===== src/verilog/sef_regs.svh =====
// register offsets, bit positions and reset values of the receiver error block
`ifndef SEF_REGS_SVH
`define SEF_REGS_SVH

`define SEF_ADDR_W        7
`define SEF_OFF_PRE_A_HI  7'h14
`define SEF_OFF_PRE_A_LO  7'h15
`define SEF_OFF_PRE_B_HI  7'h16
`define SEF_OFF_PRE_B_LO  7'h17
`define SEF_OFF_ERR       7'h18
`define SEF_OFF_MASK      7'h19

`define SEF_BIT_VALID     7
`define SEF_BIT_EMPH      6
`define SEF_BIT_NONAUDIO  5
`define SEF_BIT_NA_PRE    4
`define SEF_BIT_CRC       3
`define SEF_BIT_ABSENT    2
`define SEF_BIT_BIPHASE   1
`define SEF_BIT_LOCK      0

`define SEF_MASK_RST      8'h00
`define SEF_BYTE_ZERO     8'h00
`define SEF_WORD_ZERO     16'h0000

`endif

===== src/verilog/sef_pkg.sv =====
// types shared by the receiver error flag block
package sef_pkg;
  typedef logic [7:0]  sef_byte_t;
  typedef logic [15:0] sef_word_t;
  typedef enum {
    SEF_SEL_NONE,
    SEF_SEL_PRE_A_HI,
    SEF_SEL_PRE_A_LO,
    SEF_SEL_PRE_B_HI,
    SEF_SEL_PRE_B_LO,
    SEF_SEL_ERR,
    SEF_SEL_MASK
  } sef_sel_t;
endpackage


===== src/verilog/sef_error_flags.sv =====
// receiver error flags, burst preamble capture and interrupt request
//
// Overview of operation
// - first preamble low byte reads at 0x15
// - preamble registers read zero unless nonaudio detected
// - second preamble high byte reads at 0x16
// - second preamble low byte reads at 0x17
// - subframe mode: second registers hold channel B
// - error bit 7 follows received validity bit
// - bit 6 emphasis, interrupts again only on change
// - bit 5 nonaudio, reinterrupts on change or type
// - bit 4 preamble nonaudio, interrupts on change only
// - bit 3 check failure latched until read
// - bit 2 no stream, interrupts on change only
// - bit 1 biphase/parity error latched until read
// - bit 0 follows lock, interrupts on change
// - mask bit one enables matching error interrupt
// - first preamble high byte reads at 0x14
// - enabled event raises summary flag, host reads promptly
`timescale 1ns/10ps
`include "sef_regs.svh"
module sef_error_flags #(
  parameter int TYPE_W = 5
) (
  input  wire logic                    ref_clk_i,
  input  wire logic                    arst_n_i,
  input  wire logic                    ce_i,
  input  wire logic [`SEF_ADDR_W-1:0]  reg_addr_i,
  input  wire logic                    reg_rd_i,
  input  wire logic                    reg_wr_i,
  input  wire logic [7:0]              reg_wdata_i,
  output logic      [7:0]              reg_rdata_o,
  output logic                         reg_rvalid_o,
  input  wire logic                    burst_capture_i,
  input  wire logic [15:0]             first_burst_word_i,
  input  wire logic [15:0]             second_burst_word_i,
  input  wire logic [15:0]             chan_b_burst_word_i,
  input  wire logic                    subframe_nonaudio_i,
  input  wire logic                    rx_validity_flag_i,
  input  wire logic                    emphasis_i,
  input  wire logic                    nonaudio_cs_i,
  input  wire logic [TYPE_W-1:0]       nonaudio_type_i,
  input  wire logic                    nonaudio_preamble_i,
  input  wire logic                    chan_status_check_fail_i,
  input  wire logic                    input_absent_flag_i,
  input  wire logic                    biphase_parity_err_i,
  input  wire logic                    pll_lock_i,
  output logic                         receiver_fault_summary_o
);

  sef_pkg::sef_word_t pre_a;
  sef_pkg::sef_word_t pre_b;
  sef_pkg::sef_byte_t flags;
  sef_pkg::sef_byte_t irq_enable;
  sef_pkg::sef_byte_t events;
  sef_pkg::sef_byte_t pending;
  sef_pkg::sef_byte_t next_flags;
  sef_pkg::sef_byte_t next_rdata;
  sef_pkg::sef_sel_t  sel;
  logic [TYPE_W-1:0]  na_type;
  logic               err_read;
  logic               detected;

  // byte of a captured word, forced to zero while no burst is recognised
  function automatic sef_pkg::sef_byte_t gated_byte(input sef_pkg::sef_word_t word,
                                                    input logic hi, input logic det);
    sef_pkg::sef_byte_t b;
    b = hi ? word[15:8] : word[7:0];
    return det ? b : `SEF_BYTE_ZERO;
  endfunction

  always_comb begin
    if (reg_addr_i == `SEF_OFF_PRE_A_HI) begin
      sel = sef_pkg::SEF_SEL_PRE_A_HI;
    end else if (reg_addr_i == `SEF_OFF_PRE_A_LO) begin
      sel = sef_pkg::SEF_SEL_PRE_A_LO;
    end else if (reg_addr_i == `SEF_OFF_PRE_B_HI) begin
      sel = sef_pkg::SEF_SEL_PRE_B_HI;
    end else if (reg_addr_i == `SEF_OFF_PRE_B_LO) begin
      sel = sef_pkg::SEF_SEL_PRE_B_LO;
    end else if (reg_addr_i == `SEF_OFF_ERR) begin
      sel = sef_pkg::SEF_SEL_ERR;
    end else if (reg_addr_i == `SEF_OFF_MASK) begin
      sel = sef_pkg::SEF_SEL_MASK;
    end else begin
      sel = sef_pkg::SEF_SEL_NONE;
    end
  end

  assign err_read = ce_i && reg_rd_i && (sel == sef_pkg::SEF_SEL_ERR);
  assign detected = flags[`SEF_BIT_NA_PRE];

  // burst preamble capture
  always_ff @(posedge ref_clk_i or negedge arst_n_i) begin
    if (!arst_n_i) begin
      pre_a <= `SEF_WORD_ZERO;
      pre_b <= `SEF_WORD_ZERO;
    end else if (ce_i && burst_capture_i) begin
      pre_a <= first_burst_word_i;
      if (subframe_nonaudio_i) begin
        pre_b <= chan_b_burst_word_i;
      end else begin
        pre_b <= second_burst_word_i;
      end
    end
  end

  always_comb begin
    next_flags                    = flags;
    next_flags[`SEF_BIT_VALID]    = rx_validity_flag_i;
    next_flags[`SEF_BIT_EMPH]     = emphasis_i;
    next_flags[`SEF_BIT_NONAUDIO] = nonaudio_cs_i;
    next_flags[`SEF_BIT_NA_PRE]   = nonaudio_preamble_i;
    next_flags[`SEF_BIT_ABSENT]   = input_absent_flag_i;
    next_flags[`SEF_BIT_LOCK]     = pll_lock_i;
    // latched errors survive a read that meets a new error
    next_flags[`SEF_BIT_CRC]      = chan_status_check_fail_i
                                    | (flags[`SEF_BIT_CRC] & ~err_read);
    next_flags[`SEF_BIT_BIPHASE]  = biphase_parity_err_i
                                    | (flags[`SEF_BIT_BIPHASE] & ~err_read);
  end

  always_ff @(posedge ref_clk_i or negedge arst_n_i) begin
    if (!arst_n_i) begin
      flags   <= `SEF_BYTE_ZERO;
      na_type <= '0;
    end else if (ce_i) begin
      flags   <= next_flags;
      na_type <= nonaudio_type_i;
    end
  end

  // state flags raise an event when their state moves; nonaudio also on a type change while set
  always_comb begin
    events                    = `SEF_BYTE_ZERO;
    events[`SEF_BIT_VALID]    = rx_validity_flag_i != flags[`SEF_BIT_VALID];
    events[`SEF_BIT_EMPH]     = emphasis_i != flags[`SEF_BIT_EMPH];
    events[`SEF_BIT_NONAUDIO] = (nonaudio_cs_i != flags[`SEF_BIT_NONAUDIO])
                                | (nonaudio_cs_i & flags[`SEF_BIT_NONAUDIO]
                                   & (nonaudio_type_i != na_type));
    events[`SEF_BIT_NA_PRE]   = nonaudio_preamble_i != flags[`SEF_BIT_NA_PRE];
    events[`SEF_BIT_CRC]      = chan_status_check_fail_i;
    events[`SEF_BIT_ABSENT]   = input_absent_flag_i != flags[`SEF_BIT_ABSENT];
    events[`SEF_BIT_BIPHASE]  = biphase_parity_err_i;
    events[`SEF_BIT_LOCK]     = pll_lock_i != flags[`SEF_BIT_LOCK];
  end

  sef_event_tracker #(
    .WIDTH (8)
  ) u_tracker (
    .ref_clk_i (ref_clk_i),
    .arst_n_i  (arst_n_i),
    .ce_i      (ce_i),
    .event_i   (events),
    .clear_i   (err_read),
    .pending_o (pending)
  );

  always_ff @(posedge ref_clk_i or negedge arst_n_i) begin
    if (!arst_n_i) begin
      irq_enable <= `SEF_MASK_RST;
    end else if (ce_i && reg_wr_i && (sel == sef_pkg::SEF_SEL_MASK)) begin
      irq_enable <= reg_wdata_i;
    end
  end

  always_ff @(posedge ref_clk_i or negedge arst_n_i) begin
    if (!arst_n_i) begin
      receiver_fault_summary_o <= 1'b0;
    end else if (ce_i) begin
      receiver_fault_summary_o <= |(pending & irq_enable);
    end
  end

  always_comb begin
    case (sel)
      sef_pkg::SEF_SEL_PRE_A_HI: next_rdata = gated_byte(pre_a, 1'b1, detected);
      sef_pkg::SEF_SEL_PRE_A_LO: next_rdata = gated_byte(pre_a, 1'b0, detected);
      sef_pkg::SEF_SEL_PRE_B_HI: next_rdata = gated_byte(pre_b, 1'b1, detected);
      sef_pkg::SEF_SEL_PRE_B_LO: next_rdata = gated_byte(pre_b, 1'b0, detected);
      sef_pkg::SEF_SEL_ERR:      next_rdata = flags;
      sef_pkg::SEF_SEL_MASK:     next_rdata = irq_enable;
      default:                   next_rdata = `SEF_BYTE_ZERO;
    endcase
  end

  always_ff @(posedge ref_clk_i or negedge arst_n_i) begin
    if (!arst_n_i) begin
      reg_rdata_o  <= `SEF_BYTE_ZERO;
      reg_rvalid_o <= 1'b0;
    end else if (ce_i) begin
      reg_rvalid_o <= reg_rd_i;
      if (reg_rd_i) begin
        reg_rdata_o <= next_rdata;
      end
    end
  end
endmodule


===== src/verilog/sef_event_tracker.sv =====
// pending-event latches: set by an event, cleared by a read, set wins
`timescale 1ns/10ps
module sef_event_tracker #(
  parameter int WIDTH = 8
) (
  input  wire logic             ref_clk_i,
  input  wire logic             arst_n_i,
  input  wire logic             ce_i,
  input  wire logic [WIDTH-1:0] event_i,
  input  wire logic             clear_i,
  output logic      [WIDTH-1:0] pending_o
);

  always_ff @(posedge ref_clk_i or negedge arst_n_i) begin
    if (!arst_n_i) begin
      pending_o <= '0;
    end else if (ce_i) begin
      // an event in the clearing cycle survives the clear
      pending_o <= event_i | (pending_o & {WIDTH{~clear_i}});
    end
  end

endmodule


===== config.mk =====
export PLATFORM = sky130hd
export DESIGN_NAME = sef_error_flags
export DESIGN_NICKNAME = d
export VERILOG_FILES = /design/src/verilog/sef_pkg.sv /design/src/verilog/sef_error_flags.sv /design/src/verilog/sef_event_tracker.sv
export VERILOG_INCLUDE_DIRS = /design/src /design/src/verilog
export SDC_FILE = /design/constraint.sdc
export NUM_CORES = 1
export LEC_CHECK = 0
export ABC_AREA = 1
export BUFFER_PORTS_ARGS = -buffer_cell sky130_fd_sc_hd__buf_2
export CORE_MARGIN = 2
export CORE_UTILIZATION = 50
export CTS_CLUSTER_SIZE = 10
export DETAILED_ROUTE_END_ITERATION = 7
export GPL_TIMING_DRIVEN = 0
export PLACE_DENSITY = 0.75
export SLEW_MARGIN = 10
export SYNTH_ARGS = -nofsm -noshare
export SYNTH_HDL_FRONTEND = slang
export SYNTH_SLANG_ARGS = --single-unit

===== constraint.sdc =====
create_clock -name ref_clk_i -period 1.69 [get_ports ref_clk_i]
set_input_delay 0.0845 -clock ref_clk_i [delete_from_list [all_inputs] [get_ports ref_clk_i]]
set_output_delay 0.0845 -clock ref_clk_i [all_outputs]
set_load 0.005 [all_outputs]

==> flow_summary.json, run 1 <==
{
  "status": "finished clean",
  "drive_above_1_share_pct": 24.10,
  "cts_buffer_depth": 2,
  "cts_hold_buffers": 47,
  "net-switching-power_uw": 1059,
  "slew_headroom_pct": 68.44,
  "worst_slack_ns": 0.3203,
  "grt_util_all_layers_pct": 26.07,
  "synth_top_cell_by_area": "dfrtp_1",
  "synthSimpleGateAreaFrac_pct": 36.73,
  "cap_violations": 0,
  "ys_warn_count": 0,
  "crit_slowest_cell": "dfrtp_1",
  "p_per_area_nw_per_um2": 773.0,
  "synth-xor-area-share_pct": 0.4554,
  "finalNonFillerCells": 767,
  "viasPerCell": 4.970,
  "post-dp-hpwl_mm": 7.149,
  "synth_compound_area_share_pct": 9.304,
  "syn_area_sq_um": 3846,
  "synth_fa_ha_area_share_pct": 0.3253,
  "muxShareOfSynthArea_pct": 0,
  "cts_resized": 0,
  "cts_tree": "yes",
  "grt_pass1_wl_mm": 17.51,
  "postSynthCellCount": 514,
  "grt_pass1_vias": 3797,
  "nets": 748,
  "cp_slowest_stage_delay_ns": 0.36,
  "ant_nets": 0,
  "dp_cells": 704,
  "fin_skew_ns": 0.008507,
  "crit_top_cell": "nand2_1",
  "crit_required_ns": 1.92,
  "layout_commonest_cell": "nand2_1",
  "crit_path_max_fanout": 10,
  "cp.arrival_ns": 1.60,
  "cts_buffers": 9,
  "min_period_over_period_pct": 81.05,
  "finalHoldViolCount": 0,
  "cp_num_buf_inv": 2,
  "synth_area_leaders": "dfrtp_1 46%, nand2_1 21%, a21oi_1 4.4%",
  "vias": 3812,
  "layout_min_cycle_time_ns": 1.370,
  "p_sw_share_pct": 26.75,
  "final_cell_mix": "220 x nand2_1, 103 x buf_2, 71 x dfrtp_1, 48 x dlygate4sd3_1, 43 x nor2_1",
  "grt_max_degree": 38,
  "yosysSeqAreaShare_pct": 46.19,
  "tns_ns": 0,
  "hold_path_class": "in2reg",
  "pwr-share-comb_pct": 17.0,
  "firstDrtPassIters": 5,
  "rsz0062_at_grt": "false",
  "peakVddDrop_uv": 402.4,
  "root_buffer": "clkbuf_8",
  "clk_latency_ns": 0.34,
  "pre_cts_ws_ns": 0.3429,
  "multi_input_area_sq_um": 1800,
  "fmax_ghz": 0.7301,
  "power.leakage_uw": 0.002792,
  "place_congestion": 0.8627,
  "n_antenna_cell": 0,
  "initialDrtViolationCount": 249,
  "wl_per_cell_um": 13.31,
  "synth_top_family_by_area": "simple AND/OR/NAND/NOR gates",
  "coreArea_sq_um": 7370,
  "dieArea_sq_um": 8410,
  "drc_errors": 0,
  "internal_power_uw": 2899,
  "num_rows": 31,
  "overflow": 0,
  "cp-end-kind": "flop",
  "cts-htree-levels": 3,
  "io_pins": 93,
  "tightestPinTransition_ns": 0.4734,
  "antenna_found_initial": 0,
  "start_util_pct": 52.19,
  "fp.dieW_um": 91.71,
  "drv_slew": 0,
  "synth_top_area_share_pct": 46.19,
  "cp_cell_sequence": "buf_4, buf_2, nand2_1, nand3b_1, nand2_1, nor2_1, nand2_1, nand2_1, nand2_1",
  "drt_wl_total_mm": 10.21,
  "fillers": 617,
  "die_height_um": 91.71,
  "postSynthAreaPerCell_sq_um": 7.483,
  "clk_pin_slew_worst_paths_ns": 0.07,
  "start_kind": "flop",
  "p_clk_share_pct": 33.9,
  "cts_setup_buffers": 0,
  "crit_family": "simple AND/OR/NAND/NOR gates",
  "port_buffers": 90,
  "seqCellArea_sq_um": 1777,
  "synth_cell_types": 29,
  "pwr-share-seq_pct": 49.1,
  "finalSetupViolCount": 0,
  "utilization_pct": 69.47,
  "synth_nets": 598,
  "path_class": "reg2reg",
  "cts_sinks": 71,
  "synth-seq-cells": 71,
  "syn2layout_area_growth_pct": 33.12
}
## synthesized netlist by cell type
cell type	instances
buf_2	14
o22ai_1	1
nor2_4	4
inv_2	6
buf_1	1
o21ai_2	10
clkbuf_1	2
nand2_1	220
nand3_1	20
nand2_4	3
a31oi_1	1
buf_6	2
a21oi_2	1
xnor2_1	1
nand4_4	1
a21oi_1	34
inv_1	30
nor2_2	2
o21ai_0	7
nor2_1	43
nor2_8	2
xor2_1	1
buf_4	4
nand2_2	6
dfrtp_1	71
ha_1	1
o21ai_1	7
a22o_1	1
nand3b_1	18
## registers in the layout, indices dropped and copies added (netlist names), 5 cells and up
name                 count
flags                    8
pre_a                   16
pre_b                   16
irq_enable               8
na_type                  5
u_tracker.pending_o      8
reg_rdata_o              8
## worst min-delay path, stage by stage
cell and delay [ns]:
buf_2 0.09, inv_1 0.06, o21ai_2 0.06
## cell families (layout without fill, tap and decap cells)
logic type,Yosys count,in the layout
AO/OA/AOI/OAI,62,62
XOR/XNOR,2,2
adder cells (fa/ha/maj),1,1
AND/OR/NAND/NOR,319,319
flip-flops,71,71
buffers and inverters,59,213
## power groups by stage
stage	clock network [uW]	logic (uW)	registers, uW
after floorplan	0	351	1940
after global placement	0	556	1970
after detailed placement	0	580	1970
after CTS	1370	668	1940
after global routing	1440	760	1960
final	1340	674	1940
## cell type report
type,count,area share [%]
clock buffers,11,2.957
inverters,36,2.639
repair buffers,139,18.62
plain buffers,23,2.615
clock inverters,4,0.8798
flip-flops and latches,71,34.70
well taps,99,2.419
multi-input cells,384,35.17
## layer usage
layer	vias to the layer above	wire length, um	GRT usage, %
li1	1908	-	-
met2	150	4837	42.52
met4	0	149	7.463
met5	-	0	0
met1	1737	4581	34.73
met3	17	643	6.409
## per-stage QoR
step	instance area [sq um]	hold slack (ns)	power, uW
after floorplan	3846	-0.2111	2287
after global placement	4420	0.2784	2526
after detailed placement	4443	0.07417	2553
after CTS	5110	0.005580	3974
after global routing	5120	0.01950	4164
final	5120	0.01317	3958
## worst paths after layout
| path | start | to | slack, ns | depth (start not counted) |
|---|---|---|---|---|
| min | reg_wdata_i[3] | irq_enable[3] | 0.01 | 3 |
| max in group asynchronous | arst_n_i | pre_a[0] | 0.90 | 3 |
| max reg2reg | flags[4] | reg_rdata_o[1] | 0.32 | 9 |
| min reg2reg | reg_rdata_o[4] | reg_rdata_o[4] | 0.47 | 2 |
| max | flags[4] | reg_rdata_o[1] | 0.32 | 9 |
| min in group asynchronous | arst_n_i | irq_enable[5] | 0.24 | 2 |
Note: power is estimated with default switching activity, not from simulation.
==> run 2: changes to the inputs <==
Clock period 1.69 ns to 1.4 ns, I/O delays scaled along.
==> flow_summary.json, run 2 (synthesized netlist as in run 1, its figures left out) <==
{
  "rsz0062_at_grt": "false",
  "grt_max_degree": 38,
  "drc_errors": 0,
  "pwr-share-seq_pct": 48.8,
  "place_congestion": 0.8627,
  "wl_per_cell_um": 13.32,
  "whs_ns": 0.004375,
  "internal_power_uw": 3513,
  "fp.dieW_um": 91.71,
  "net-switching-power_uw": 1293,
  "p_sw_share_pct": 26.90,
  "die_height_um": 91.71,
  "path_class": "reg2reg",
  "status": "finished clean",
  "nets": 751,
  "crit_required_ns": 1.63,
  "p_per_area_nw_per_um2": 928.5,
  "overflow": 0,
  "seqCellArea_sq_um": 1777,
  "ant_nets": 0,
  "finalSetupViolCount": 0,
  "layout_min_cycle_time_ns": 1.281,
  "p_clk_share_pct": 33.9,
  "crit_path_max_fanout": 10,
  "grt_pass1_vias": 3848,
  "port_buffers": 90,
  "tightestPinTransition_ns": 0.4684,
  "clk_latency_ns": 0.34,
  "cap_violations": 0,
  "grt_pass1_wl_mm": 17.66,
  "start_util_pct": 52.19,
  "root_buffer": "clkbuf_8",
  "top_regs": "pre_a: 16 flops, pre_b: 16 flops",
  "min_period_over_period_pct": 91.52,
  "num_rows": 31,
  "ff2ff_path_depth": 9,
  "cts_buffers": 9,
  "syn2layout_area_growth_pct": 34.58,
  "antenna_found_initial": 0,
  "total_power_uw": 4806,
  "multi_input_area_sq_um": 1810,
  "cp.arrival_ns": 1.51,
  "cts_setup_buffers": 0,
  "finalHoldViolCount": 0,
  "cp-end-kind": "flop",
  "power.leakage_uw": 0.002812,
  "final_cell_mix": "219 x nand2_1, 101 x buf_2, 71 x dfrtp_1, 51 x dlygate4sd3_1, 40 x nor2_1",
  "clk_pin_slew_worst_paths_ns": 0.07,
  "fin_area_sq_um": 5176,
  "drive_above_1_share_pct": 24.59,
  "cts_sinks": 71,
  "io_pins": 93,
  "dieArea_sq_um": 8410,
  "hold_path_class": "in2reg",
  "slew_headroom_pct": 68.77,
  "hold_depth": 3,
  "viasPerCell": 4.944,
  "drv_slew": 0,
  "post-dp-hpwl_mm": 7.149,
  "fillers": 609,
  "firstDrtPassIters": 4,
  "cts-htree-levels": 3,
  "peakVddDrop_uv": 488.3,
  "n_antenna_cell": 0,
  "initialDrtViolationCount": 274,
  "dpl_cell_area_sq_um": 4443,
  "vias": 3807,
  "drt_wl_total_mm": 10.26,
  "coreArea_sq_um": 7370,
  "grt_util_all_layers_pct": 26.28,
  "cts_tree": "yes",
  "cts_buffer_depth": 2,
  "fin_skew_ns": 0.007810,
  "start_kind": "flop",
  "fmax_ghz": 0.7805,
  "layout_commonest_cell": "nand2_1",
  "pwr-share-comb_pct": 17.3
}
## run 2: metrics by stage
| stage | setup TNS (ns) | utilization (%) | worst slack (ns) | instances |
|---|---|---|---|---|
| after floorplan | 0 | - | 0.2534 | 514 |
| after global placement | -7.542 | 59.98 | -0.1111 | 703 |
| after detailed placement | 0 | 60.29 | 0.05293 | 704 |
| after CTS | 0 | 69.88 | 0.03826 | 770 |
| after global routing | 0 | 70.24 | 0.006062 | 770 |
| final | 0 | 70.24 | 0.1188 | 770 |
## run 2: worst paths after layout
check | to | slack (ns) | startpoint
max | reg_rdata_o[7] | 0.12 | flags[4]
min | flags[1] | 0.004 | biphase_parity_err_i
max reg2reg | reg_rdata_o[7] | 0.12 | flags[4]
min reg2reg | reg_rdata_o[4] | 0.47 | reg_rdata_o[4]
max in group asynchronous | pre_a[0] | 0.63 | arst_n_i
min in group asynchronous | irq_enable[5] | 0.22 | arst_n_i
## run 2: power by group through the flow
stage               logic, uW  clock network (uW)  registers, uW
floorplan                 424                   0           2340
global placement          671                   0           2380
detailed placement        700                   0           2380
CTS                       814                1650           2340
global route              935                1740           2370
finish                    829                1630           2350
## run 2: timing repair
item,4_1_cts,5_1_grt
endpoints found under the hold margin,85,0
resized for setup,0,11
setup endpoints to repair,0,5
hold buffers,51,0
## run 2: critical path, cell delays in order (launching register included)
cell and delay (ns):
dfrtp_1 0.37, buf_6 0.14, buf_6 0.13, nand2_1 0.06
nand3b_1 0.12, nand2_2 0.07, nor2_2 0.12, nand2_1 0.07
nand2_1 0.06, nand2_1 0.04
## run 2: metal layers
| layer | share of wire, % | vias to the layer above | routed length [um] | global-route usage, % |
|---|---|---|---|---|
| met4 | 1.6 | 0 | 161 | 7.587 |
| met2 | 48 | 127 | 4903 | 43.26 |
| met1 | 45 | 1751 | 4579 | 34.68 |
| met3 | 6.0 | 17 | 616 | 6.409 |
| li1 | - | 1912 | - | - |
| met5 | 0 | - | 0 | 0 |
## run 2: cell type report
type                    instances  share of cell area (%)
multi-input cells             384                   34.98
flip-flops and latches         71                   34.32
repair buffers                142                   19.00
clock buffers                  11                   2.925
plain buffers                  23                   2.901
inverters                      36                   2.611
well taps                      99                   2.393
clock inverters                 4                  0.8702
